<file path="config.mk">
export PLATFORM = sky130hd
export DESIGN_NAME = ctm_ctrl
export DESIGN_NICKNAME = d
export VERILOG_FILES = /design/src/rtl/ctm_pkg.sv /design/src/rtl/ctm_ctrl.sv /design/src/rtl/ctm_fifo.sv
export SDC_FILE = /design/constraint.sdc
export NUM_CORES = 1
export LEC_CHECK = 0
export ABC_AREA = 1
export BUFFER_PORTS_ARGS = -buffer_cell sky130_fd_sc_hd__clkbuf_2
export CAP_MARGIN = 20
export CORE_ASPECT_RATIO = 1.4
export CORE_MARGIN = 8
export CORE_UTILIZATION = 65
export CTS_BUF_LIST = sky130_fd_sc_hd__clkbuf_4 sky130_fd_sc_hd__clkbuf_8
export CTS_CLUSTER_SIZE = 14
export DETAILED_ROUTE_END_ITERATION = 10
export PLACE_DENSITY_LB_ADDON = 0.3
export SETUP_SLACK_MARGIN = 0.05
export SKIP_CTS_REPAIR_TIMING = 1
export SYNTH_ARGS = -nofsm -noshare
export SYNTH_HDL_FRONTEND = slang
export SYNTH_SLANG_ARGS = --single-unit
</file>
<file path="constraint.sdc">
create_clock -name ref_clk -period 3.8 [get_ports ref_clk]
set_input_delay 0.38 -clock ref_clk [delete_from_list [all_inputs] [get_ports ref_clk]]
set_output_delay 0.38 -clock ref_clk [all_outputs]
set_load 0.005 [all_outputs]
</file>
<file path="src/rtl/ctm_pkg.sv">
/*
  ctm_pkg: constants and types for the can transceiver mode and wake control.
  assumes a single 200 MHz clock domain.
*/
package ctm_pkg;
  // ==========================================================
  // chip operating modes, as reported by the system controller
  typedef enum logic [2:0] {
    CTM_CHIP_INIT,
    CTM_CHIP_NORMAL,
    CTM_CHIP_STOP,
    CTM_CHIP_SLEEP,
    CTM_CHIP_RESTART,
    CTM_CHIP_FAILSAFE,
    CTM_CHIP_SWFLASH,
    CTM_CHIP_FACTORY
  } ctm_chip_type;

  // ==========================================================
  // transceiver modes
  typedef enum logic [1:0] {
    CTM_CAN_OFF,
    CTM_CAN_NORMAL,
    CTM_CAN_RXONLY,
    CTM_CAN_WAKE
  } ctm_can_type;

  // ==========================================================
  // timing
  localparam int  CTM_CLK_MHZ         = 200;
  localparam int  CTM_WAKE_FILTER_NS  = 500;
  localparam int  CTM_WAKE_FILTER_CYC = (CTM_WAKE_FILTER_NS * CTM_CLK_MHZ + 999) / 1000;
  localparam int  CTM_MAX_BAUD        = 1000000;
  localparam int  CTM_BIT_CYC         = CTM_CLK_MHZ * 1000000 / CTM_MAX_BAUD;
  // rx pin judged stuck recessive after this many bit times of bus activity
  localparam int  CTM_RXFAIL_BITS     = 16;
  localparam int  CTM_RXFAIL_CYC      = CTM_RXFAIL_BITS * CTM_BIT_CYC;
  localparam int  CTM_FIFO_DEPTH      = 8;
  localparam int  CTM_FIFO_WIDTH      = 8;
  localparam logic [7:0] CTM_WAKE_REG_ADDR = 8'h00;
  localparam logic CTM_RESET_WAKE_FLAG = 1'b0;
endpackage

</file>
<file path="src/rtl/ctm_ctrl.sv">
/*
  ctm_ctrl: mode sequencing and bus wake handling of the can transceiver.
  assumes chip mode, spi commands and wake register reads come from same-clock logic;
  bus receiver level and rx pin readback are asynchronous and are synchronised here.
*/
// What this block does
// - normal mode only by command, allowed chip modes
// - normal mode drives bus from tx input
// - rx pin monitored, failure recorded for spi
// - receive only mode offered for diagnostics
// - bus rates up to 1 Mbaud supported
// - wake capable by command, forced in fail-safe
// - after wake, rearm only via other mode
// - wake needs activity longer than filter time
// - sleep wake: restart, rx low, flag, int high
// - no interrupt when leaving sleep
// - wake source readable at register 000
// - stop wake: flag, int low, rx low, stay
// - restart/fail-safe wake: flag, int high, restart
// - normal wake: flag, int low, rx low
// - wake interrupt only when unmasked
// - off by command, forced in init/factory
// - off mode ignores all bus wake activity
// - receive only disables driver, keeps receiver
`timescale 1ns/1ps
module ctm_ctrl
  import ctm_pkg::*;
#(
  parameter int WAKE_FILTER_CYC = ctm_pkg::CTM_WAKE_FILTER_CYC,
  parameter int RXFAIL_CYC      = ctm_pkg::CTM_RXFAIL_CYC,
  parameter int FIFO_DEPTH      = ctm_pkg::CTM_FIFO_DEPTH
) (
  // clock and reset
  input  wire logic                     ref_clk,
  input  wire logic                     rst,
  // chip state
  input  wire ctm_pkg::ctm_chip_type    chip_mode,
  output logic                          chip_go_restart,
  // spi side
  input  wire logic                     mode_cmd_valid,
  input  wire ctm_pkg::ctm_can_type     mode_cmd,
  input  wire logic                     wake_int_mask,
  input  wire logic                     reg_rd_valid,
  input  wire logic [7:0]               reg_rd_addr,
  output logic                          can_wake_flag,
  output logic                          rx_fail_flag,
  output ctm_pkg::ctm_can_type          can_mode,
  // host protocol controller
  input  wire logic                     can_tx_input,
  output logic                          can_rx_output,
  // received bit stream, bytes towards a diagnostic reader
  output logic                          rx_byte_valid,
  input  wire logic                     rx_byte_ready,
  output logic [ctm_pkg::CTM_FIFO_WIDTH-1:0] rx_byte_data,
  output logic                          rx_overrun,
  // analog front end
  input  wire logic                     bus_dominant,
  input  wire logic                     can_rx_pin,
  output logic                          drv_dominant,
  output logic                          drv_enable,
  output logic                          rcv_enable,
  output logic                          lp_rcv_enable,
  // interrupt pin, active low
  output logic                          interrupt_out_n
);
  import ctm_pkg::*;

  localparam int FW = CTM_FIFO_WIDTH;

  // ==========================================================
  // synchronisers for asynchronous inputs
  logic [1:0] bus_sync_q;
  logic [1:0] pin_sync_q;
  logic       bus_dom;
  logic       pin_level;
  always_ff @(posedge ref_clk or posedge rst) begin
    if (rst) begin
      bus_sync_q <= 2'h0;
      pin_sync_q <= 2'h3;
    end else begin
      bus_sync_q <= {bus_sync_q[0], bus_dominant};
      pin_sync_q <= {pin_sync_q[0], can_rx_pin};
    end
  end
  assign bus_dom   = bus_sync_q[1];
  assign pin_level = pin_sync_q[1];

  // ==========================================================
  // mode selection
  ctm_can_type mode_q;
  logic        wake_seen_q;
  logic        wake_event;
  logic        may_normal;
  logic        may_lowpwr;
  logic        force_off;
  logic        force_wake;
  logic        cmd_ok;
  // sw development mode is folded into the sw flash code of the chip mode
  assign may_normal = (chip_mode == CTM_CHIP_NORMAL) || (chip_mode == CTM_CHIP_SWFLASH);
  assign may_lowpwr = (chip_mode == CTM_CHIP_NORMAL) || (chip_mode == CTM_CHIP_STOP)
                   || (chip_mode == CTM_CHIP_SLEEP) || (chip_mode == CTM_CHIP_RESTART);
  assign force_off  = (chip_mode == CTM_CHIP_INIT) || (chip_mode == CTM_CHIP_FACTORY);
  assign force_wake = (chip_mode == CTM_CHIP_FAILSAFE);

  always_comb begin
    cmd_ok = 1'b0;
    unique case (mode_cmd)
      CTM_CAN_NORMAL: cmd_ok = may_normal;
      CTM_CAN_RXONLY: cmd_ok = (chip_mode == CTM_CHIP_NORMAL);
      CTM_CAN_OFF:    cmd_ok = may_lowpwr;
      CTM_CAN_WAKE:   cmd_ok = may_lowpwr && !wake_seen_q;
    endcase
  end

  always_ff @(posedge ref_clk or posedge rst) begin
    if (rst) begin
      mode_q <= CTM_CAN_OFF;
    end else if (force_off) begin
      mode_q <= CTM_CAN_OFF;
    end else if (force_wake) begin
      mode_q <= CTM_CAN_WAKE;
    end else if (mode_cmd_valid && cmd_ok) begin
      mode_q <= mode_cmd;
    end
  end
  assign can_mode = mode_q;

  // lock against rearming: cleared only by passing through another mode
  always_ff @(posedge ref_clk or posedge rst) begin
    if (rst) begin
      wake_seen_q <= 1'b0;
    end else if (wake_event) begin
      wake_seen_q <= 1'b1;
    end else if (mode_q != CTM_CAN_WAKE) begin
      wake_seen_q <= 1'b0;
    end
  end

  // ==========================================================
  // wake filter: dominant must persist beyond the filter time
  localparam int WCW = $clog2(WAKE_FILTER_CYC + 2);
  logic [WCW-1:0] wcnt_q;
  logic           armed;
  assign armed = (mode_q == CTM_CAN_WAKE) && !wake_seen_q;

  always_ff @(posedge ref_clk or posedge rst) begin
    if (rst) begin
      wcnt_q <= '0;
    end else if (!armed || !bus_dom) begin
      wcnt_q <= '0;
    end else if (wcnt_q <= WCW'(WAKE_FILTER_CYC)) begin
      wcnt_q <= wcnt_q + 1'b1;
    end
  end
  assign wake_event = armed && bus_dom && (wcnt_q == WCW'(WAKE_FILTER_CYC));

  // ==========================================================
  // wake flag and register read
  logic flag_q;
  logic wake_rd;
  assign wake_rd = reg_rd_valid && (reg_rd_addr == CTM_WAKE_REG_ADDR);

  always_ff @(posedge ref_clk or posedge rst) begin
    if (rst) begin
      flag_q <= CTM_RESET_WAKE_FLAG;
    end else if (wake_event) begin
      flag_q <= 1'b1; // set wins over read clear
    end else if (wake_rd) begin
      flag_q <= 1'b0;
    end
  end
  assign can_wake_flag = flag_q;

  // ==========================================================
  // interrupt and chip restart request
  logic int_q;
  logic restart_q;
  logic int_mode;
  // no interrupt on sleep, restart or fail-safe wakes
  assign int_mode = (chip_mode == CTM_CHIP_STOP) || (chip_mode == CTM_CHIP_NORMAL);

  always_ff @(posedge ref_clk or posedge rst) begin
    if (rst) begin
      int_q <= 1'b0;
    end else if (wake_event && int_mode && !wake_int_mask) begin
      int_q <= 1'b1;
    end else if (wake_rd) begin
      int_q <= 1'b0;
    end
  end
  assign interrupt_out_n = !int_q;

  // stop and normal remain; restart stays restart
  always_ff @(posedge ref_clk or posedge rst) begin
    if (rst) begin
      restart_q <= 1'b0;
    end else begin
      restart_q <= wake_event && ((chip_mode == CTM_CHIP_SLEEP)
                 || (chip_mode == CTM_CHIP_FAILSAFE));
    end
  end
  assign chip_go_restart = restart_q;

  // ==========================================================
  // rx output: pulled low from a wake until the host leaves wake mode
  logic rx_hold_q;
  always_ff @(posedge ref_clk or posedge rst) begin
    if (rst) begin
      rx_hold_q <= 1'b0;
    end else if (wake_event) begin
      rx_hold_q <= 1'b1;
    end else if (mode_q != CTM_CAN_WAKE) begin
      rx_hold_q <= 1'b0;
    end
  end

  logic rx_out_q;
  always_ff @(posedge ref_clk or posedge rst) begin
    if (rst) begin
      rx_out_q <= 1'b1;
    end else if (rx_hold_q || wake_event) begin
      rx_out_q <= 1'b0;
    end else if (rcv_enable) begin
      rx_out_q <= !bus_dom; // two sync plus one register, well inside a 1 Mbaud bit
    end else begin
      rx_out_q <= 1'b1;
    end
  end
  assign can_rx_output = rx_out_q;

  // ==========================================================
  // driver and receiver enables
  assign drv_enable    = (mode_q == CTM_CAN_NORMAL);
  assign drv_dominant  = drv_enable && !can_tx_input;
  assign rcv_enable    = (mode_q == CTM_CAN_NORMAL) || (mode_q == CTM_CAN_RXONLY);
  assign lp_rcv_enable = (mode_q == CTM_CAN_WAKE);

  // ==========================================================
  // rx pin diagnosis: pin stays recessive while the bus toggles
  localparam int RCW = $clog2(RXFAIL_CYC + 2);
  logic [RCW-1:0] rcnt_q;
  logic           fail_q;

  always_ff @(posedge ref_clk or posedge rst) begin
    if (rst) begin
      rcnt_q <= '0;
      fail_q <= 1'b0;
    end else begin
      if (!rcv_enable || !pin_level || rx_hold_q) begin
        rcnt_q <= '0;
      end else if (bus_dom && rcnt_q < RCW'(RXFAIL_CYC)) begin
        rcnt_q <= rcnt_q + 1'b1;
      end
      // set only on reaching the limit, so a read can clear it while the count saturates
      if (rcv_enable && pin_level && !rx_hold_q && bus_dom && rcnt_q == RCW'(RXFAIL_CYC - 1)) begin
        fail_q <= 1'b1;
      end else if (wake_rd) begin
        fail_q <= 1'b0;
      end
    end
  end
  assign rx_fail_flag = fail_q;

  // ==========================================================
  // received bits sampled in the last cycle of each bit time counted from receiver enable, packed lsb first into bytes
  localparam int BCW = $clog2(CTM_BIT_CYC + 1);
  logic [BCW-1:0] bcnt_q;
  logic [FW-1:0]  sh_q;
  logic [2:0]     nbit_q;
  logic           byte_v_q;
  logic           fifo_in_ready;
  logic           ovr_q;

  always_ff @(posedge ref_clk or posedge rst) begin
    if (rst) begin
      bcnt_q   <= '0;
      sh_q     <= '0;
      nbit_q   <= 3'h0;
      byte_v_q <= 1'b0;
    end else begin
      byte_v_q <= 1'b0;
      if (!rcv_enable) begin
        bcnt_q <= '0;
        nbit_q <= 3'h0;
      end else if (bcnt_q == BCW'(CTM_BIT_CYC - 1)) begin
        bcnt_q <= '0;
        sh_q   <= {!bus_dom, sh_q[FW-1:1]};
        nbit_q <= nbit_q + 1'b1;
        byte_v_q <= (nbit_q == 3'h7);
      end else begin
        bcnt_q <= bcnt_q + 1'b1;
      end
    end
  end

  // a full fifo drops the byte and flags it; the bus cannot be held off
  always_ff @(posedge ref_clk or posedge rst) begin
    if (rst) begin
      ovr_q <= 1'b0;
    end else if (byte_v_q && !fifo_in_ready) begin
      ovr_q <= 1'b1;
    end else if (wake_rd) begin
      ovr_q <= 1'b0;
    end
  end
  assign rx_overrun = ovr_q;

  ctm_fifo #(
    .WIDTH(FW),
    .DEPTH(FIFO_DEPTH)
  ) u_fifo (
    .ref_clk  (ref_clk),
    .rst      (rst),
    .in_valid (byte_v_q),
    .in_ready (fifo_in_ready),
    .in_data  (sh_q),
    .out_valid(rx_byte_valid),
    .out_ready(rx_byte_ready),
    .out_data (rx_byte_data),
    .full     (),
    .empty    ()
  );
endmodule

</file>
<file path="src/rtl/ctm_fifo.sv">
/*
  ctm_fifo: synchronous fifo with valid/ready on both sides.
  assumes one clock and an asynchronous active high reset.
*/
`timescale 1ns/1ps
module ctm_fifo #(
  parameter int WIDTH = 8,
  parameter int DEPTH = 8
) (
  // clock and reset
  input  wire logic             ref_clk,
  input  wire logic             rst,
  // fill side
  input  wire logic             in_valid,
  output logic                  in_ready,
  input  wire logic [WIDTH-1:0] in_data,
  // drain side
  output logic                  out_valid,
  input  wire logic             out_ready,
  output logic [WIDTH-1:0]      out_data,
  // state
  output logic                  full,
  output logic                  empty
);
  localparam int AW = $clog2(DEPTH);

  logic [WIDTH-1:0] mem_q [DEPTH];
  logic [AW-1:0]    wr_q;
  logic [AW-1:0]    rd_q;
  logic [AW:0]      cnt_q;
  logic             push;
  logic             pop;

  assign full      = (cnt_q == (AW+1)'(DEPTH));
  assign empty     = (cnt_q == '0);
  assign in_ready  = !full;
  assign out_valid = !empty;
  assign push      = in_valid && !full;
  assign pop       = out_ready && !empty;
  assign out_data  = mem_q[rd_q];

  // ==========================================================
  // storage
  always_ff @(posedge ref_clk) begin
    if (push) begin
      mem_q[wr_q] <= in_data;
    end
  end

  // ==========================================================
  // pointers
  always_ff @(posedge ref_clk or posedge rst) begin
    if (rst) begin
      wr_q  <= '0;
      rd_q  <= '0;
      cnt_q <= '0;
    end else begin
      if (push) begin
        wr_q <= (wr_q == AW'(DEPTH-1)) ? '0 : wr_q + 1'b1;
      end
      if (pop) begin
        rd_q <= (rd_q == AW'(DEPTH-1)) ? '0 : rd_q + 1'b1;
      end
      cnt_q <= cnt_q + (AW+1)'(push) - (AW+1)'(pop);
    end
  end
endmodule

</file>
==> metrics <==
met2 Usage GRT 0.340; antenna violations before repair 0; Vias 4072; total length of routed wires 11.2 mm; most numerous cell on the critical path nand2_1; Synth Area per Inst 10.3 sq um; CTS tree built; worst min path class primary input to flop; max cap viols 0; clk_lat worst skew 0.43 ns; Pleak 2.72 nW; Final Util 0.750; Psw 1.01 mW; largest net degree at the start of global routing 38; Seq pwr share 0.459; synthesized instance count 560; layout overhead on the synthesized area 12.3%; Clock Sinks 126; Seq/Total Area, Yosys 0.605; met1 Track Usage GR 0.229; IO Count between 40 and 50; pwr dens around 530 nW/um^2; DP Cell Count 699; Chip Height 127 microns; Post-route DRC 0; dpl hpwl 7.97 mm; Distinct cells, synth 39; Nets 654; critical path class flop to primary output; Setup-failing EPs final 0; fill count between 500 and 600; Num CTS Buffers 17; # port buffers 42; share of layout cells above drive strength 1 0.161; highest clock rate 369 MHz; Die ar. between 10000 and 15000 sq um; r2r setup slk ~1.7 ns; DR WL/cell ~15 microns; Crit-path slowest cell clkinv_1; final std cells w/o fill roughly 730; CTS H-tree lvls 4; Ys Warns 0; Layout Skew 0.00761 ns; M3 GR Usage 0.0504; Seq cells post-synth 126; global route hottest layer met2; ANT nets after route 0; maximum vdd drop between 0.4 and 0.5 mV; final setup TNS 0 ns; nature of the critical path endpoint primary output; Worst Path Max Fanout 34; Startpoint Class flop; post-layout min period 2.71 ns; Arr. time, crit path 2.33 ns; CP startpoint u_fifo.rd_q[0]$_DFFE_PP0P_; r2r startpoint u_fifo.cnt_q[2]$_DFF_PP0_; total power between 3 and 4 mW; Hold Crit Start can_rx_pin; WHS 0.0271 ns; CTS max path bufs 2; slew margin rel. 0.368; Pre-antenna DRT Iters 5; netlist area before placement 5750 sq um; Congestion Overflow GR 0; Initial Util 0.668; vias in the first global route 4080; Synth Net Count 601; GRT Resource Usage Total 0.199; switching share of power 0.294; RSZ-0062 raised after global routing false; CP Cell Sequence buf_4, clkinv_1, nor2_1, o22ai_1, nand2_1, nand2_1, clkbuf_2; outcome finished, final reports clean; Core Footprint 8610 sq um; logic gate share of total power 0.209; Largest stage delay, worst path 0.53 ns; Fin. Hold Viols 0; first-pass GRT wire length between 15 and 20 mm; clk slew on worst S/H paths 0.07 ns; 1st-iter DRT viols 188; final worst-path cycle share 0.713; antenna cell count 0; FP Rows 40; Vias per Instance 5.57; clock share of power 0.332; CP required 3.42 ns; root buf cell clkbuf_8; Pins Over Slew Limit 0; die width 95.5 microns; RePlAce Congestion approximately 0.93; Cell Int Power ~2.4 mW; measured slew at the worst slew-check pin roughly 0.95 ns
==> critical path, delay by kind of cell (launching register included) <==
| kind | cells | cell delay [ns] |
|---|---|---|
| AOI/OAI and AO/OA | 1 | 0.13 |
| and+or+nand+nor | 3 | 0.42 |
| DFF | 1 | 0.33 |
| buffers and inverters | 3 | 1.01 |
==> Yosys cell counts <==
cell type	number	area [sq um]
nand4_1	5	31.3
nand3b_1	1	7.51
nand2_2	1	6.26
buf_6	1	11.3
a21oi_1	8	40.0
a211oi_4	1	20.0
nor3b_1	1	7.51
nand2_1	116	435
fa_1	1	20.0
o21ai_1	1	5.00
o31ai_1	1	7.51
ha_1	18	225
dfrtp_1	59	1480
or2_2	1	6.26
xnor2_1	3	26.3
o22ai_1	18	113
mux2i_1	16	160
o21ai_0	37	185
xor2_1	4	35.0
edfxtp_1	64	1920
nand3_1	30	150
nor2_4	1	11.3
inv_2	4	15.0
nand4_4	2	42.5
nand3_4	1	17.5
inv_4	1	6.26
inv_1	61	229
buf_2	6	30.0
dfstp_2	3	78.8
nor2_1	69	259
nor2_2	1	6.26
clkinv_1	2	7.51
nor2_8	1	20.0
clkbuf_1	3	11.3
o21ai_2	5	43.8
nand2_4	1	11.3
nand3_2	1	10.0
nor3_1	10	50.1
a211oi_1	1	7.51
==> stage by stage <==
stage	area, sq um	setup WS, ns
final	6450	1.09
after detailed placement	6050	1.56
after floorplan	5750	1.84
after global routing	6450	0.817
after global placement	6050	1.63
after CTS	6450	1.05
==> path summary, 6_finish.rpt <==
check,cells past startpoint,to
min in group asynchronous,2,bus_sync_q[0]$_DFF_PP0_
max in group asynchronous,3,u_fifo.cnt_q[1]$_DFF_PP0_
worst max register to register,7,u_fifo.mem_q[6][2]$_DFFE_PP_
worst max-delay path,7,rx_byte_data[0]
worst min-delay path,1,pin_sync_q[0]$_DFF_PP1_
worst min register to register,0,pin_sync_q[1]$_DFF_PP1_
==> flip-flops by register name (all words and copies together) (netlist names), 2 cells and up <==
signal / flops
u_fifo.mem_q: 64
rcnt_q: 12
bcnt_q: 8
sh_q: 8
wcnt_q: 7
u_fifo.cnt_q: 4
nbit_q: 3
u_fifo.rd_q: 3
u_fifo.wr_q: 3
bus_sync_q: 2
can_mode: 2
pin_sync_q: 2
==> cells by family (layout without fill, tap and decap cells) <==
group | Yosys count | in the layout | share of synthesized area
muxes | 16 | 16 | 0.0279
adders and majority gates | 19 | 19 | 0.0427
buffers and inverters | 78 | 144 | 0.0540
DFF | 126 | 126 | 0.605
and+or+nand+nor | 242 | 242 | 0.187
xor gates and xnor gates | 7 | 7 | 0.0107
AOI/OAI and AO/OA | 72 | 72 | 0.0734
==> metal layers <==
metal	part of all wire	up-vias
met3	0.052	22
met5	0	-
met4	0.018	0
met2	0.53	129
met1	0.40	1939
li1	-	1982
==> power groups by stage <==
stage | clock network (mW) | logic [mW] | registers (mW)
final | 1.14 | 0.717 | 1.58
after global placement | 0 | 0.690 | 1.60
after floorplan | 0 | 0.554 | 1.55
after detailed placement | 0 | 0.719 | 1.61
after CTS | 1.16 | 0.729 | 1.58
after global routing | 1.21 | 0.825 | 1.59
==> cells in the final DEF (no fill, tap or decap), types with 5 or more instances in the layout <==
| cell type | instances |
|---|---|
| nand3_1 | 30 |
| inv_2 | 5 |
| inv_1 | 60 |
| a21oi_1 | 8 |
| nor3_1 | 10 |
| ha_1 | 18 |
| o21ai_0 | 37 |
| o22ai_1 | 18 |
| clkbuf_2 | 42 |
| o21ai_2 | 5 |
| edfxtp_1 | 64 |
| mux2i_1 | 16 |
| nand4_1 | 5 |
| nor2_1 | 69 |
| clkbuf_8 | 20 |
| nand2_1 | 116 |
| dfrtp_1 | 59 |
==> area by class of cell <==
type	instances	area [sq um]	share of cell area
Sequential cell	126	3480	0.539
Multi-Input combinational cell	356	1960	0.304
Clock buffer	22	290	0.0450
Inverter	68	258	0.0399
Timing Repair Buffer	44	225	0.0349
Tap cell	105	131	0.0204
Clock inverter	10	111	0.0173
Power figures use the tool's default switching activity.
